**config.mk**
```make
export PLATFORM = sky130hd
export DESIGN_NAME = gpio_ports
export DESIGN_NICKNAME = d
export VERILOG_FILES = /design/src/common/gpio_pkg.sv /design/src/design/gpio_ports.sv /design/src/design/gpio_port_lines.sv
export SDC_FILE = /design/constraint.sdc
export NUM_CORES = 1
export LEC_CHECK = 0
export BUFFER_PORTS_ARGS = -buffer_cell sky130_fd_sc_hd__buf_4
export CAP_MARGIN = 30
export CORE_ASPECT_RATIO = 1.5
export CORE_UTILIZATION = 25
export DETAILED_ROUTE_END_ITERATION = 6
export PLACE_DENSITY = 0.54
export SLEW_MARGIN = 40
export SYNTH_ARGS = -nofsm -noshare
export SYNTH_HDL_FRONTEND = slang
export SYNTH_SLANG_ARGS = --single-unit
```
**constraint.sdc**
```tcl
create_clock -name i_clk -period 1.23 [get_ports i_clk]
set_clock_uncertainty 0.15 [all_clocks]
set_input_delay 0.246 -clock i_clk [delete_from_list [all_inputs] [get_ports i_clk]]
set_output_delay 0.246 -clock i_clk [all_outputs]
set_load 0.01 [all_outputs]
```
**src/common/gpio_pkg.sv**
```systemverilog
`default_nettype none
package gpio_pkg;
	localparam int A_W = 16;
	localparam int B_W = 13;
	localparam int C_W = 5;
	localparam int WDATA_W = 16;
	localparam int IRQ_N = 5;
	// reset values, one bit repeated across each port
	localparam logic CFG_RST = 1'b0;
	localparam logic DIR_RST = 1'b0;
	localparam logic DATA_RST = 1'b0;
	localparam logic OD_RST = 1'b0;
	localparam logic OE_N_IDLE = 1'b1;
	// port a line positions
	localparam int A_RX1 = 0;
	localparam int A_TX1 = 1;
	localparam int A_RX2 = 2;
	localparam int A_TX2 = 3;
	localparam int A_SPI1_MI = 4;
	localparam int A_SPI1_MO = 5;
	localparam int A_SPI1_CK = 6;
	localparam int A_SPI2_MI = 7;
	localparam int A_SPI2_MO = 8;
	localparam int A_SPI2_CK = 9;
	localparam int A_USB_REF = 10;
	localparam int A_CAN_RX = 11;
	localparam int A_CAN_TX = 12;
	localparam int A_TMR1_CLK = 13;
	localparam int A_USB_MINUS = 14;
	localparam int A_USB_PLUS = 15;
	// port b and port c line positions
	localparam int B_STRAP = 6;
	localparam int B_STOP = 7;
	localparam int B_IRQ0 = 8;
	localparam int B_SPI1_SEL = 9;
	localparam int B_SPI2_SEL = 10;
	localparam int B_LOCK = 11;
	localparam int B_CAP = 12;
	localparam int C_READY = 0;
	localparam int C_BANK1 = 4;
endpackage
`default_nettype wire

```
**src/design/gpio_ports.sv**
```systemverilog
`timescale 1ns/1ps
`default_nettype none
module gpio_ports (
	input  wire logic                       i_clk,
	input  wire logic                       i_srst,
	// software access, one shared write data word
	input  wire logic [gpio_pkg::WDATA_W-1:0] i_wdata,
	input  wire logic                       i_port_a_cfg_wr,
	input  wire logic                       i_port_a_dir_wr,
	input  wire logic                       i_port_a_data_wr,
	input  wire logic                       i_port_a_od_wr,
	input  wire logic                       i_port_b_cfg_wr,
	input  wire logic                       i_port_b_dir_wr,
	input  wire logic                       i_port_b_data_wr,
	input  wire logic                       i_port_b_od_wr,
	input  wire logic                       i_port_c_cfg_wr,
	input  wire logic                       i_port_c_dir_wr,
	input  wire logic                       i_port_c_data_wr,
	input  wire logic                       i_port_c_od_wr,
	output logic      [gpio_pkg::A_W-1:0]   o_port_a_cfg,
	output logic      [gpio_pkg::A_W-1:0]   o_port_a_dir,
	output logic                            o_port_a_od,
	output logic      [gpio_pkg::A_W-1:0]   o_port_a_rd_data,
	output logic      [gpio_pkg::B_W-1:0]   o_port_b_cfg,
	output logic      [gpio_pkg::B_W-1:0]   o_port_b_dir,
	output logic                            o_port_b_od,
	output logic      [gpio_pkg::B_W-1:0]   o_port_b_rd_data,
	output logic      [gpio_pkg::C_W-1:0]   o_port_c_cfg,
	output logic      [gpio_pkg::C_W-1:0]   o_port_c_dir,
	output logic                            o_port_c_od,
	output logic      [gpio_pkg::C_W-1:0]   o_port_c_rd_data,
	// pads: input, output and active-low output enable
	input  wire logic [gpio_pkg::A_W-1:0]   i_port_a_pin,
	output logic      [gpio_pkg::A_W-1:0]   o_port_a_pin,
	output logic      [gpio_pkg::A_W-1:0]   o_port_a_pin_oe_n,
	input  wire logic [gpio_pkg::B_W-1:0]   i_port_b_pin,
	output logic      [gpio_pkg::B_W-1:0]   o_port_b_pin,
	output logic      [gpio_pkg::B_W-1:0]   o_port_b_pin_oe_n,
	input  wire logic [gpio_pkg::C_W-1:0]   i_port_c_pin,
	output logic      [gpio_pkg::C_W-1:0]   o_port_c_pin,
	output logic      [gpio_pkg::C_W-1:0]   o_port_c_pin_oe_n,
	// peripheral side, same clock domain
	input  wire logic                       i_serial_one_transmit,
	input  wire logic                       i_serial_two_transmit,
	input  wire logic                       i_spi_one_is_master,
	input  wire logic                       i_spi_one_master_in,
	input  wire logic                       i_spi_one_master_out,
	input  wire logic                       i_spi_one_clock,
	input  wire logic                       i_spi_two_is_master,
	input  wire logic                       i_spi_two_master_in,
	input  wire logic                       i_spi_two_master_out,
	input  wire logic                       i_spi_two_clock,
	input  wire logic                       i_can_transmit_out,
	input  wire logic                       i_usb_drive,
	input  wire logic                       i_usb_minus_line,
	input  wire logic                       i_usb_plus_line,
	input  wire logic                       i_stop_request_n,
	input  wire logic                       i_synth_lock,
	input  wire logic                       i_ext_memory_bank1_select_n,
	output logic                            o_serial_one_receive,
	output logic                            o_serial_two_receive,
	output logic                            o_spi_one_master_in,
	output logic                            o_spi_one_master_out,
	output logic                            o_spi_one_clock,
	output logic                            o_spi_two_master_in,
	output logic                            o_spi_two_master_out,
	output logic                            o_spi_two_clock,
	output logic                            o_usb_ref_clock_in,
	output logic                            o_can_receive_in,
	output logic                            o_timer_one_external_clock,
	output logic                            o_usb_minus_line,
	output logic                            o_usb_plus_line,
	output logic      [gpio_pkg::IRQ_N-1:0] o_external_irq,
	output logic                            o_spi_one_slave_select,
	output logic                            o_spi_two_slave_select,
	output logic                            o_timer_two_capture_b,
	output logic                            o_ext_memory_ready,
	output logic                            o_boot_source_strap
);
	logic [gpio_pkg::A_W-1:0] a_alt_out, a_alt_oe, a_level;
	logic [gpio_pkg::B_W-1:0] b_alt_out, b_alt_oe, b_level;
	logic [gpio_pkg::C_W-1:0] c_alt_out, c_alt_oe, c_level;
	logic                     strap_reg, strap_next;

	// port a peripheral drivers; input-only functions leave oe low
	always_comb
	begin
		a_alt_out = '0;
		a_alt_oe = '0;
		a_alt_out[gpio_pkg::A_TX1] = i_serial_one_transmit;
		a_alt_oe[gpio_pkg::A_TX1] = 1'b1;
		a_alt_out[gpio_pkg::A_TX2] = i_serial_two_transmit;
		a_alt_oe[gpio_pkg::A_TX2] = 1'b1;
		// master drives data-out and clock, slave drives data-in
		a_alt_out[gpio_pkg::A_SPI1_MI] = i_spi_one_master_in;
		a_alt_oe[gpio_pkg::A_SPI1_MI] = ~i_spi_one_is_master;
		a_alt_out[gpio_pkg::A_SPI1_MO] = i_spi_one_master_out;
		a_alt_oe[gpio_pkg::A_SPI1_MO] = i_spi_one_is_master;
		a_alt_out[gpio_pkg::A_SPI1_CK] = i_spi_one_clock;
		a_alt_oe[gpio_pkg::A_SPI1_CK] = i_spi_one_is_master;
		a_alt_out[gpio_pkg::A_SPI2_MI] = i_spi_two_master_in;
		a_alt_oe[gpio_pkg::A_SPI2_MI] = ~i_spi_two_is_master;
		a_alt_out[gpio_pkg::A_SPI2_MO] = i_spi_two_master_out;
		a_alt_oe[gpio_pkg::A_SPI2_MO] = i_spi_two_is_master;
		a_alt_out[gpio_pkg::A_SPI2_CK] = i_spi_two_clock;
		a_alt_oe[gpio_pkg::A_SPI2_CK] = i_spi_two_is_master;
		a_alt_out[gpio_pkg::A_CAN_TX] = i_can_transmit_out;
		a_alt_oe[gpio_pkg::A_CAN_TX] = 1'b1;
		// usb lines reach the pads only while i_usb_drive is high, each line on its own cfg bit
		a_alt_out[gpio_pkg::A_USB_MINUS] = i_usb_minus_line;
		a_alt_oe[gpio_pkg::A_USB_MINUS] = i_usb_drive;
		a_alt_out[gpio_pkg::A_USB_PLUS] = i_usb_plus_line;
		a_alt_oe[gpio_pkg::A_USB_PLUS] = i_usb_drive;
	end

	// port b and c peripheral drivers
	always_comb
	begin
		b_alt_out = '0;
		b_alt_oe = '0;
		c_alt_out = '0;
		c_alt_oe = '0;
		b_alt_out[gpio_pkg::B_STOP] = i_stop_request_n;
		b_alt_oe[gpio_pkg::B_STOP] = 1'b1;
		// lock output wins over the irq 3 input when the line is peripheral
		b_alt_out[gpio_pkg::B_LOCK] = i_synth_lock;
		b_alt_oe[gpio_pkg::B_LOCK] = 1'b1;
		c_alt_out[gpio_pkg::C_BANK1] = i_ext_memory_bank1_select_n;
		c_alt_oe[gpio_pkg::C_BANK1] = 1'b1;
	end

	// one instance per port
	gpio_port_lines #(
		.W(gpio_pkg::A_W)
	) u_port_a (
		.i_clk      (i_clk),
		.i_srst     (i_srst),
		.i_cfg_wr   (i_port_a_cfg_wr),
		.i_dir_wr   (i_port_a_dir_wr),
		.i_data_wr  (i_port_a_data_wr),
		.i_od_wr    (i_port_a_od_wr),
		.i_wdata    (i_wdata[gpio_pkg::A_W-1:0]),
		.i_alt_out  (a_alt_out),
		.i_alt_oe   (a_alt_oe),
		.i_pin_in   (i_port_a_pin),
		.o_pin_out  (o_port_a_pin),
		.o_pin_oe_n (o_port_a_pin_oe_n),
		.o_pin_level(a_level),
		.o_cfg      (o_port_a_cfg),
		.o_dir      (o_port_a_dir),
		.o_od       (o_port_a_od),
		.o_rd_data  (o_port_a_rd_data)
	);

	gpio_port_lines #(
		.W(gpio_pkg::B_W)
	) u_port_b (
		.i_clk      (i_clk),
		.i_srst     (i_srst),
		.i_cfg_wr   (i_port_b_cfg_wr),
		.i_dir_wr   (i_port_b_dir_wr),
		.i_data_wr  (i_port_b_data_wr),
		.i_od_wr    (i_port_b_od_wr),
		.i_wdata    (i_wdata[gpio_pkg::B_W-1:0]),
		.i_alt_out  (b_alt_out),
		.i_alt_oe   (b_alt_oe),
		.i_pin_in   (i_port_b_pin),
		.o_pin_out  (o_port_b_pin),
		.o_pin_oe_n (o_port_b_pin_oe_n),
		.o_pin_level(b_level),
		.o_cfg      (o_port_b_cfg),
		.o_dir      (o_port_b_dir),
		.o_od       (o_port_b_od),
		.o_rd_data  (o_port_b_rd_data)
	);

	gpio_port_lines #(
		.W(gpio_pkg::C_W)
	) u_port_c (
		.i_clk      (i_clk),
		.i_srst     (i_srst),
		.i_cfg_wr   (i_port_c_cfg_wr),
		.i_dir_wr   (i_port_c_dir_wr),
		.i_data_wr  (i_port_c_data_wr),
		.i_od_wr    (i_port_c_od_wr),
		.i_wdata    (i_wdata[gpio_pkg::C_W-1:0]),
		.i_alt_out  (c_alt_out),
		.i_alt_oe   (c_alt_oe),
		.i_pin_in   (i_port_c_pin),
		.o_pin_out  (o_port_c_pin),
		.o_pin_oe_n (o_port_c_pin_oe_n),
		.o_pin_level(c_level),
		.o_cfg      (o_port_c_cfg),
		.o_dir      (o_port_c_dir),
		.o_od       (o_port_c_od),
		.o_rd_data  (o_port_c_rd_data)
	);

	// strap follows the synchronised pad while reset is held, then freezes
	always_comb
	begin
		strap_next = i_srst ? b_level[gpio_pkg::B_STRAP] : strap_reg;
	end

	// strap register; no reset branch since reset itself loads it
	always_ff @(posedge i_clk)
	begin
		strap_reg <= strap_next;
	end

	// peripheral inputs: synchronised pad levels, ungated by configuration
	assign o_serial_one_receive = a_level[gpio_pkg::A_RX1];
	assign o_serial_two_receive = a_level[gpio_pkg::A_RX2];
	assign o_spi_one_master_in = a_level[gpio_pkg::A_SPI1_MI];
	assign o_spi_one_master_out = a_level[gpio_pkg::A_SPI1_MO];
	assign o_spi_one_clock = a_level[gpio_pkg::A_SPI1_CK];
	assign o_spi_two_master_in = a_level[gpio_pkg::A_SPI2_MI];
	assign o_spi_two_master_out = a_level[gpio_pkg::A_SPI2_MO];
	assign o_spi_two_clock = a_level[gpio_pkg::A_SPI2_CK];
	// a 48 mhz clock aliases at this sample rate; usable as a presence level only
	assign o_usb_ref_clock_in = a_level[gpio_pkg::A_USB_REF];
	assign o_can_receive_in = a_level[gpio_pkg::A_CAN_RX];
	assign o_timer_one_external_clock = a_level[gpio_pkg::A_TMR1_CLK];
	assign o_usb_minus_line = a_level[gpio_pkg::A_USB_MINUS];
	assign o_usb_plus_line = a_level[gpio_pkg::A_USB_PLUS];
	assign o_external_irq = b_level[gpio_pkg::B_CAP:gpio_pkg::B_IRQ0];
	assign o_spi_one_slave_select = b_level[gpio_pkg::B_SPI1_SEL];
	assign o_spi_two_slave_select = b_level[gpio_pkg::B_SPI2_SEL];
	assign o_timer_two_capture_b = b_level[gpio_pkg::B_CAP];
	assign o_ext_memory_ready = c_level[gpio_pkg::C_READY];
	assign o_boot_source_strap = strap_reg;
endmodule // gpio_ports
`default_nettype wire

```
**src/design/gpio_port_lines.sv**
```systemverilog
`timescale 1ns/1ps
`default_nettype none
module gpio_port_lines #(
	parameter int W = 16
) (
	input  wire logic         i_clk,
	input  wire logic         i_srst,
	input  wire logic         i_cfg_wr,
	input  wire logic         i_dir_wr,
	input  wire logic         i_data_wr,
	input  wire logic         i_od_wr,
	input  wire logic [W-1:0] i_wdata,
	input  wire logic [W-1:0] i_alt_out,
	input  wire logic [W-1:0] i_alt_oe,
	input  wire logic [W-1:0] i_pin_in,
	output logic      [W-1:0] o_pin_out,
	output logic      [W-1:0] o_pin_oe_n,
	output logic      [W-1:0] o_pin_level,
	output logic      [W-1:0] o_cfg,
	output logic      [W-1:0] o_dir,
	output logic              o_od,
	output logic      [W-1:0] o_rd_data
);
	logic [W-1:0] cfg_reg, cfg_next, dir_reg, dir_next;
	logic [W-1:0] latch_reg, latch_next, out_reg, out_next;
	logic [W-1:0] oe_n_reg, oe_n_next, rd_reg, rd_next;
	logic [W-1:0] meta_reg, level_reg, drive_en, drive_val;
	logic         od_reg, od_next;

	// pad synchroniser; no reset so the strap level survives reset
	always_ff @(posedge i_clk)
	begin
		meta_reg <= i_pin_in;
		level_reg <= meta_reg;
	end

	// next values of registers and pad drivers
	always_comb
	begin
		cfg_next = i_cfg_wr ? i_wdata : cfg_reg;
		dir_next = i_dir_wr ? i_wdata : dir_reg;
		latch_next = i_data_wr ? i_wdata : latch_reg;
		od_next = i_od_wr ? i_wdata[0] : od_reg;
		// cfg selects peripheral, else dir picks gpio in or out
		drive_en = (cfg_reg & i_alt_oe) | (~cfg_reg & dir_reg);
		drive_val = (cfg_reg & i_alt_out) | (~cfg_reg & latch_reg);
		out_next = drive_val;
		// open drain only enables the driver for a low level
		oe_n_next = ~(drive_en & ({W{~od_reg}} | ~drive_val));
		// driven lines read the driver input even when od releases a high
		rd_next = (drive_en & drive_val) | (~drive_en & level_reg);
	end

	// register stage
	always_ff @(posedge i_clk)
	begin
		if (i_srst)
		begin
			cfg_reg <= {W{gpio_pkg::CFG_RST}};
			dir_reg <= {W{gpio_pkg::DIR_RST}};
			latch_reg <= {W{gpio_pkg::DATA_RST}};
			od_reg <= gpio_pkg::OD_RST;
			out_reg <= {W{gpio_pkg::DATA_RST}};
			oe_n_reg <= {W{gpio_pkg::OE_N_IDLE}};
			rd_reg <= {W{gpio_pkg::DATA_RST}};
		end
		else
		begin
			cfg_reg <= cfg_next;
			dir_reg <= dir_next;
			latch_reg <= latch_next;
			od_reg <= od_next;
			out_reg <= out_next;
			oe_n_reg <= oe_n_next;
			rd_reg <= rd_next;
		end
	end

	assign o_pin_out = out_reg;
	assign o_pin_oe_n = oe_n_reg;
	assign o_pin_level = level_reg;
	assign o_cfg = cfg_reg;
	assign o_dir = dir_reg;
	assign o_od = od_reg;
	assign o_rd_data = rd_reg;
endmodule // gpio_port_lines
`default_nettype wire

```
==> flow_summary.toml <==
[yosys]
muxShareOfSynthArea_pct = 17.5
synth_top_flop_cell = "dfxtp_1"
synth_compound_area_share_pct = 3.93
synth-seq-cells = 276
synth_edf_count = 1
netlist_instances = 765
synth_top_cells_by_count = "dfxtp_1 (275), mux2i_1 (143), nor2_1 (142), nand2_1 (31), buf_2 (28)"
syn_nets = 846
synth_top_family_by_area = "multiplexers"
synthArstFlopShare_pct = 0
synth_xor_area_share_pct = 0
synth_top_area_share_pct = 62.4
yosysMostFrequentCell = "dfxtp_1"
yosys.area_share.adder_pct = 0
netlist_area_sq_um = 8820
synth-simple-area-share_pct = 12.2
synth_area_leader_cell = "dfxtp_1"
yosysSeqAreaShare_pct = 62.8
synth_cell_types = 27
yosysWarnings = 0
yosys-top-cells-area = "dfxtp_1 (62%), mux2i_1 (16%), nor2_1 (6.0%), a211oi_1 (1.7%), nor3b_1 (1.7%)"
syn_area_per_cell_sq_um = 11.5

[critical_path]
r2r-end = "u_port_a.o_pin_oe_n[15]"
endpoint = "o_port_a_od"
worstSetupStartpointType = "register"
timing.rr.start = "u_port_a.o_cfg[15]"
path_class = "reg -> out"
path_max_fanout = 2
cp_data_required_time_ns = 0.83
worstRegToRegCells = 3
arrival_ns = 1.13
end_kind = "primary output"
r2r_slack_ns = -0.10
cp-startpoint = "u_port_a.o_od"

[sta]
tightest_slew_ns = 0.477
setup_ws_ns = -0.295
slew_viol_final = 0
max_freq_mhz = 656
post-route-min-period_ns = 1.53
slew_headroom_pct = 68.2
period_share_pct = 124
rsz0062_at_grt = "yes"
setup_viol = 204
hold_viol = 0

[grt]
grt_pass1_wl_microns = 42500
grt_overflow = 0
grt_antenna_before_repair = 0
grt_max_degree = 31
grt_pass1_vias = 7532
grt_usage_pct = 15.6

[clocking]
clk_pin_slew_ns = 0.06
clock_sinks = 276
clock_path_buffers = 3
cts_tree = "built"
cts_root_buf = "clkbuf_16"
cts_buffers = 28
clk_latency_ns = 0.55
cts_max_level = 1

[layout]
finalCoreUtilization_pct = 44.5
stdcell_count = 1719
drive_gt1_share_pct = 54.4
synthToLayoutAreaGrowth_pct = 74.0
diodes = 0
design_area_sq_um = 15300
num-nets-final = 1314

[placed_design]
dpl_cell_area_sq_um = 11600
gp_congestion = 0.741
io_buffers = 276
dp_cells = 1496
dp_hpwl_microns = 18400

[pwr]
p_per_area_nw_per_um2 = 1420
p_leak_nw = 6.92
ir_drop_mv = 1.08

[drt]
drc_errors = 0
postRouteWirelength_microns = 28500
wl_per_cell_microns = 16.6
vias = 7137
drtPass1Iterations = 4
avgViaCountPerCell = 4.15
final_antenna_net_count = 0
drtIter0Drc = 174

[die]
die_h_microns = 232
io_pins = 277
fp-row-count = 83
core_sq_um = 34500
dieArea_sq_um = 36000
die_width_microns = 155
initial_core_util_pct = 25.6

[run]
cap_violations = 0

[run_status]
status = "finished, violations left"
violations = "negative setup slack"

[hold_path]
worstHoldPathType = "in -> reg"
[cell usage in the layout (no fill, tap or decap), types with 21 or more instances in the layout]
cell           count
mux2i_1          137
dfxtp_4           32
clkbuf_16         29
buf_4            192
dlygate4sd3_1     76
buf_6            211
nor2_1           142
nand2b_1          21
dfxtp_2          159
nand2_1           28
dfxtp_1           84
[worst max-delay path, cell delays in order (launching register included)]
cell and delay, ns:
dfxtp_4 0.35, buf_6 0.11, buf_6 0.12
[cell type report]
type / instances / area, sq um
clock buffers: 41 / 821
repair buffers: 489 / 4770
inverters: 5 / 18.8
flip-flops and latches: 276 / 5850
clock inverters: 8 / 144
fillers: 3172 / 19100
well taps: 467 / 584
multi-input cells: 433 / 3150
[per-layer routing]
layer | up-vias | global-route usage [%] | wire length [microns]
met3 | 56 | 3.23 | 1560
met1 | 3376 | 16.1 | 10700
met2 | 212 | 29.5 | 15200
met5 | - | 0 | 0
met4 | 0 | 7.17 | 977
li1 | 3493 | - | -
[worst min path at each step]
stage                                from  depth (start not counted)                       end  slack (ns)
finish                             i_srst                          3    u_port_c.o_pin_oe_n[3]       0.005
global route             i_port_a_data_wr                          3    u_port_a.latch_reg[15]        0.01
CTS                                i_srst                          3    u_port_c.o_pin_oe_n[3]       0.001
detailed placement  u_port_b.meta_reg[11]                          0  u_port_b.o_pin_level[11]        0.16
global placement    u_port_b.meta_reg[12]                          0  u_port_b.o_pin_level[12]        0.16
floorplan                 i_port_a_pin[0]                          0      u_port_a.meta_reg[0]        0.12
[kinds of logic (layout without fill, tap and decap cells)]
logic type,after synthesis,in the layout
flops,276,276
simple gates,235,235
mux,151,151
compound gates,47,47
buf+inv,56,543
[through the flow]
step | setup TNS (ns) | hold slack [ns] | setup WS (ns) | power (mW)
6_report | -31.66 | 0.00500 | -0.295 | 21.8
4_1_cts | -38.46 | 0.00132 | -0.331 | 22.0
2_1_floorplan | 0 | 0.124 | 0.00678 | 10.9
5_1_grt | -39.87 | 0.0135 | -0.337 | 22.8
3_3_place_gp | -0.320 | 0.160 | -0.0539 | 12.1
3_5_place_dp | -0.826 | 0.162 | -0.0382 | 12.1
[power by group]
| part | internal (mW) | total (mW) | switching, mW |
|---|---|---|---|
| Combinational | 1.78 | 3.01 | 1.23 |
| Sequential | 9.49 | 9.83 | 0.335 |
| Clock | 5.43 | 8.99 | 3.56 |
[timing repair]
| action | 4_1_cts | 5_1_grt |
|---|---|---|
| endpoints found under the hold margin | 183 | 0 |
| setup endpoints to repair | 201 | 231 |
| resized for setup | 418 | 54 |
| hold buffers | 77 | 0 |
| cloned | 0 | 0 |
| setup buffers | 89 | 11 |
| pin swaps | 6 | 4 |
Note: power is estimated with default switching activity, not from simulation.
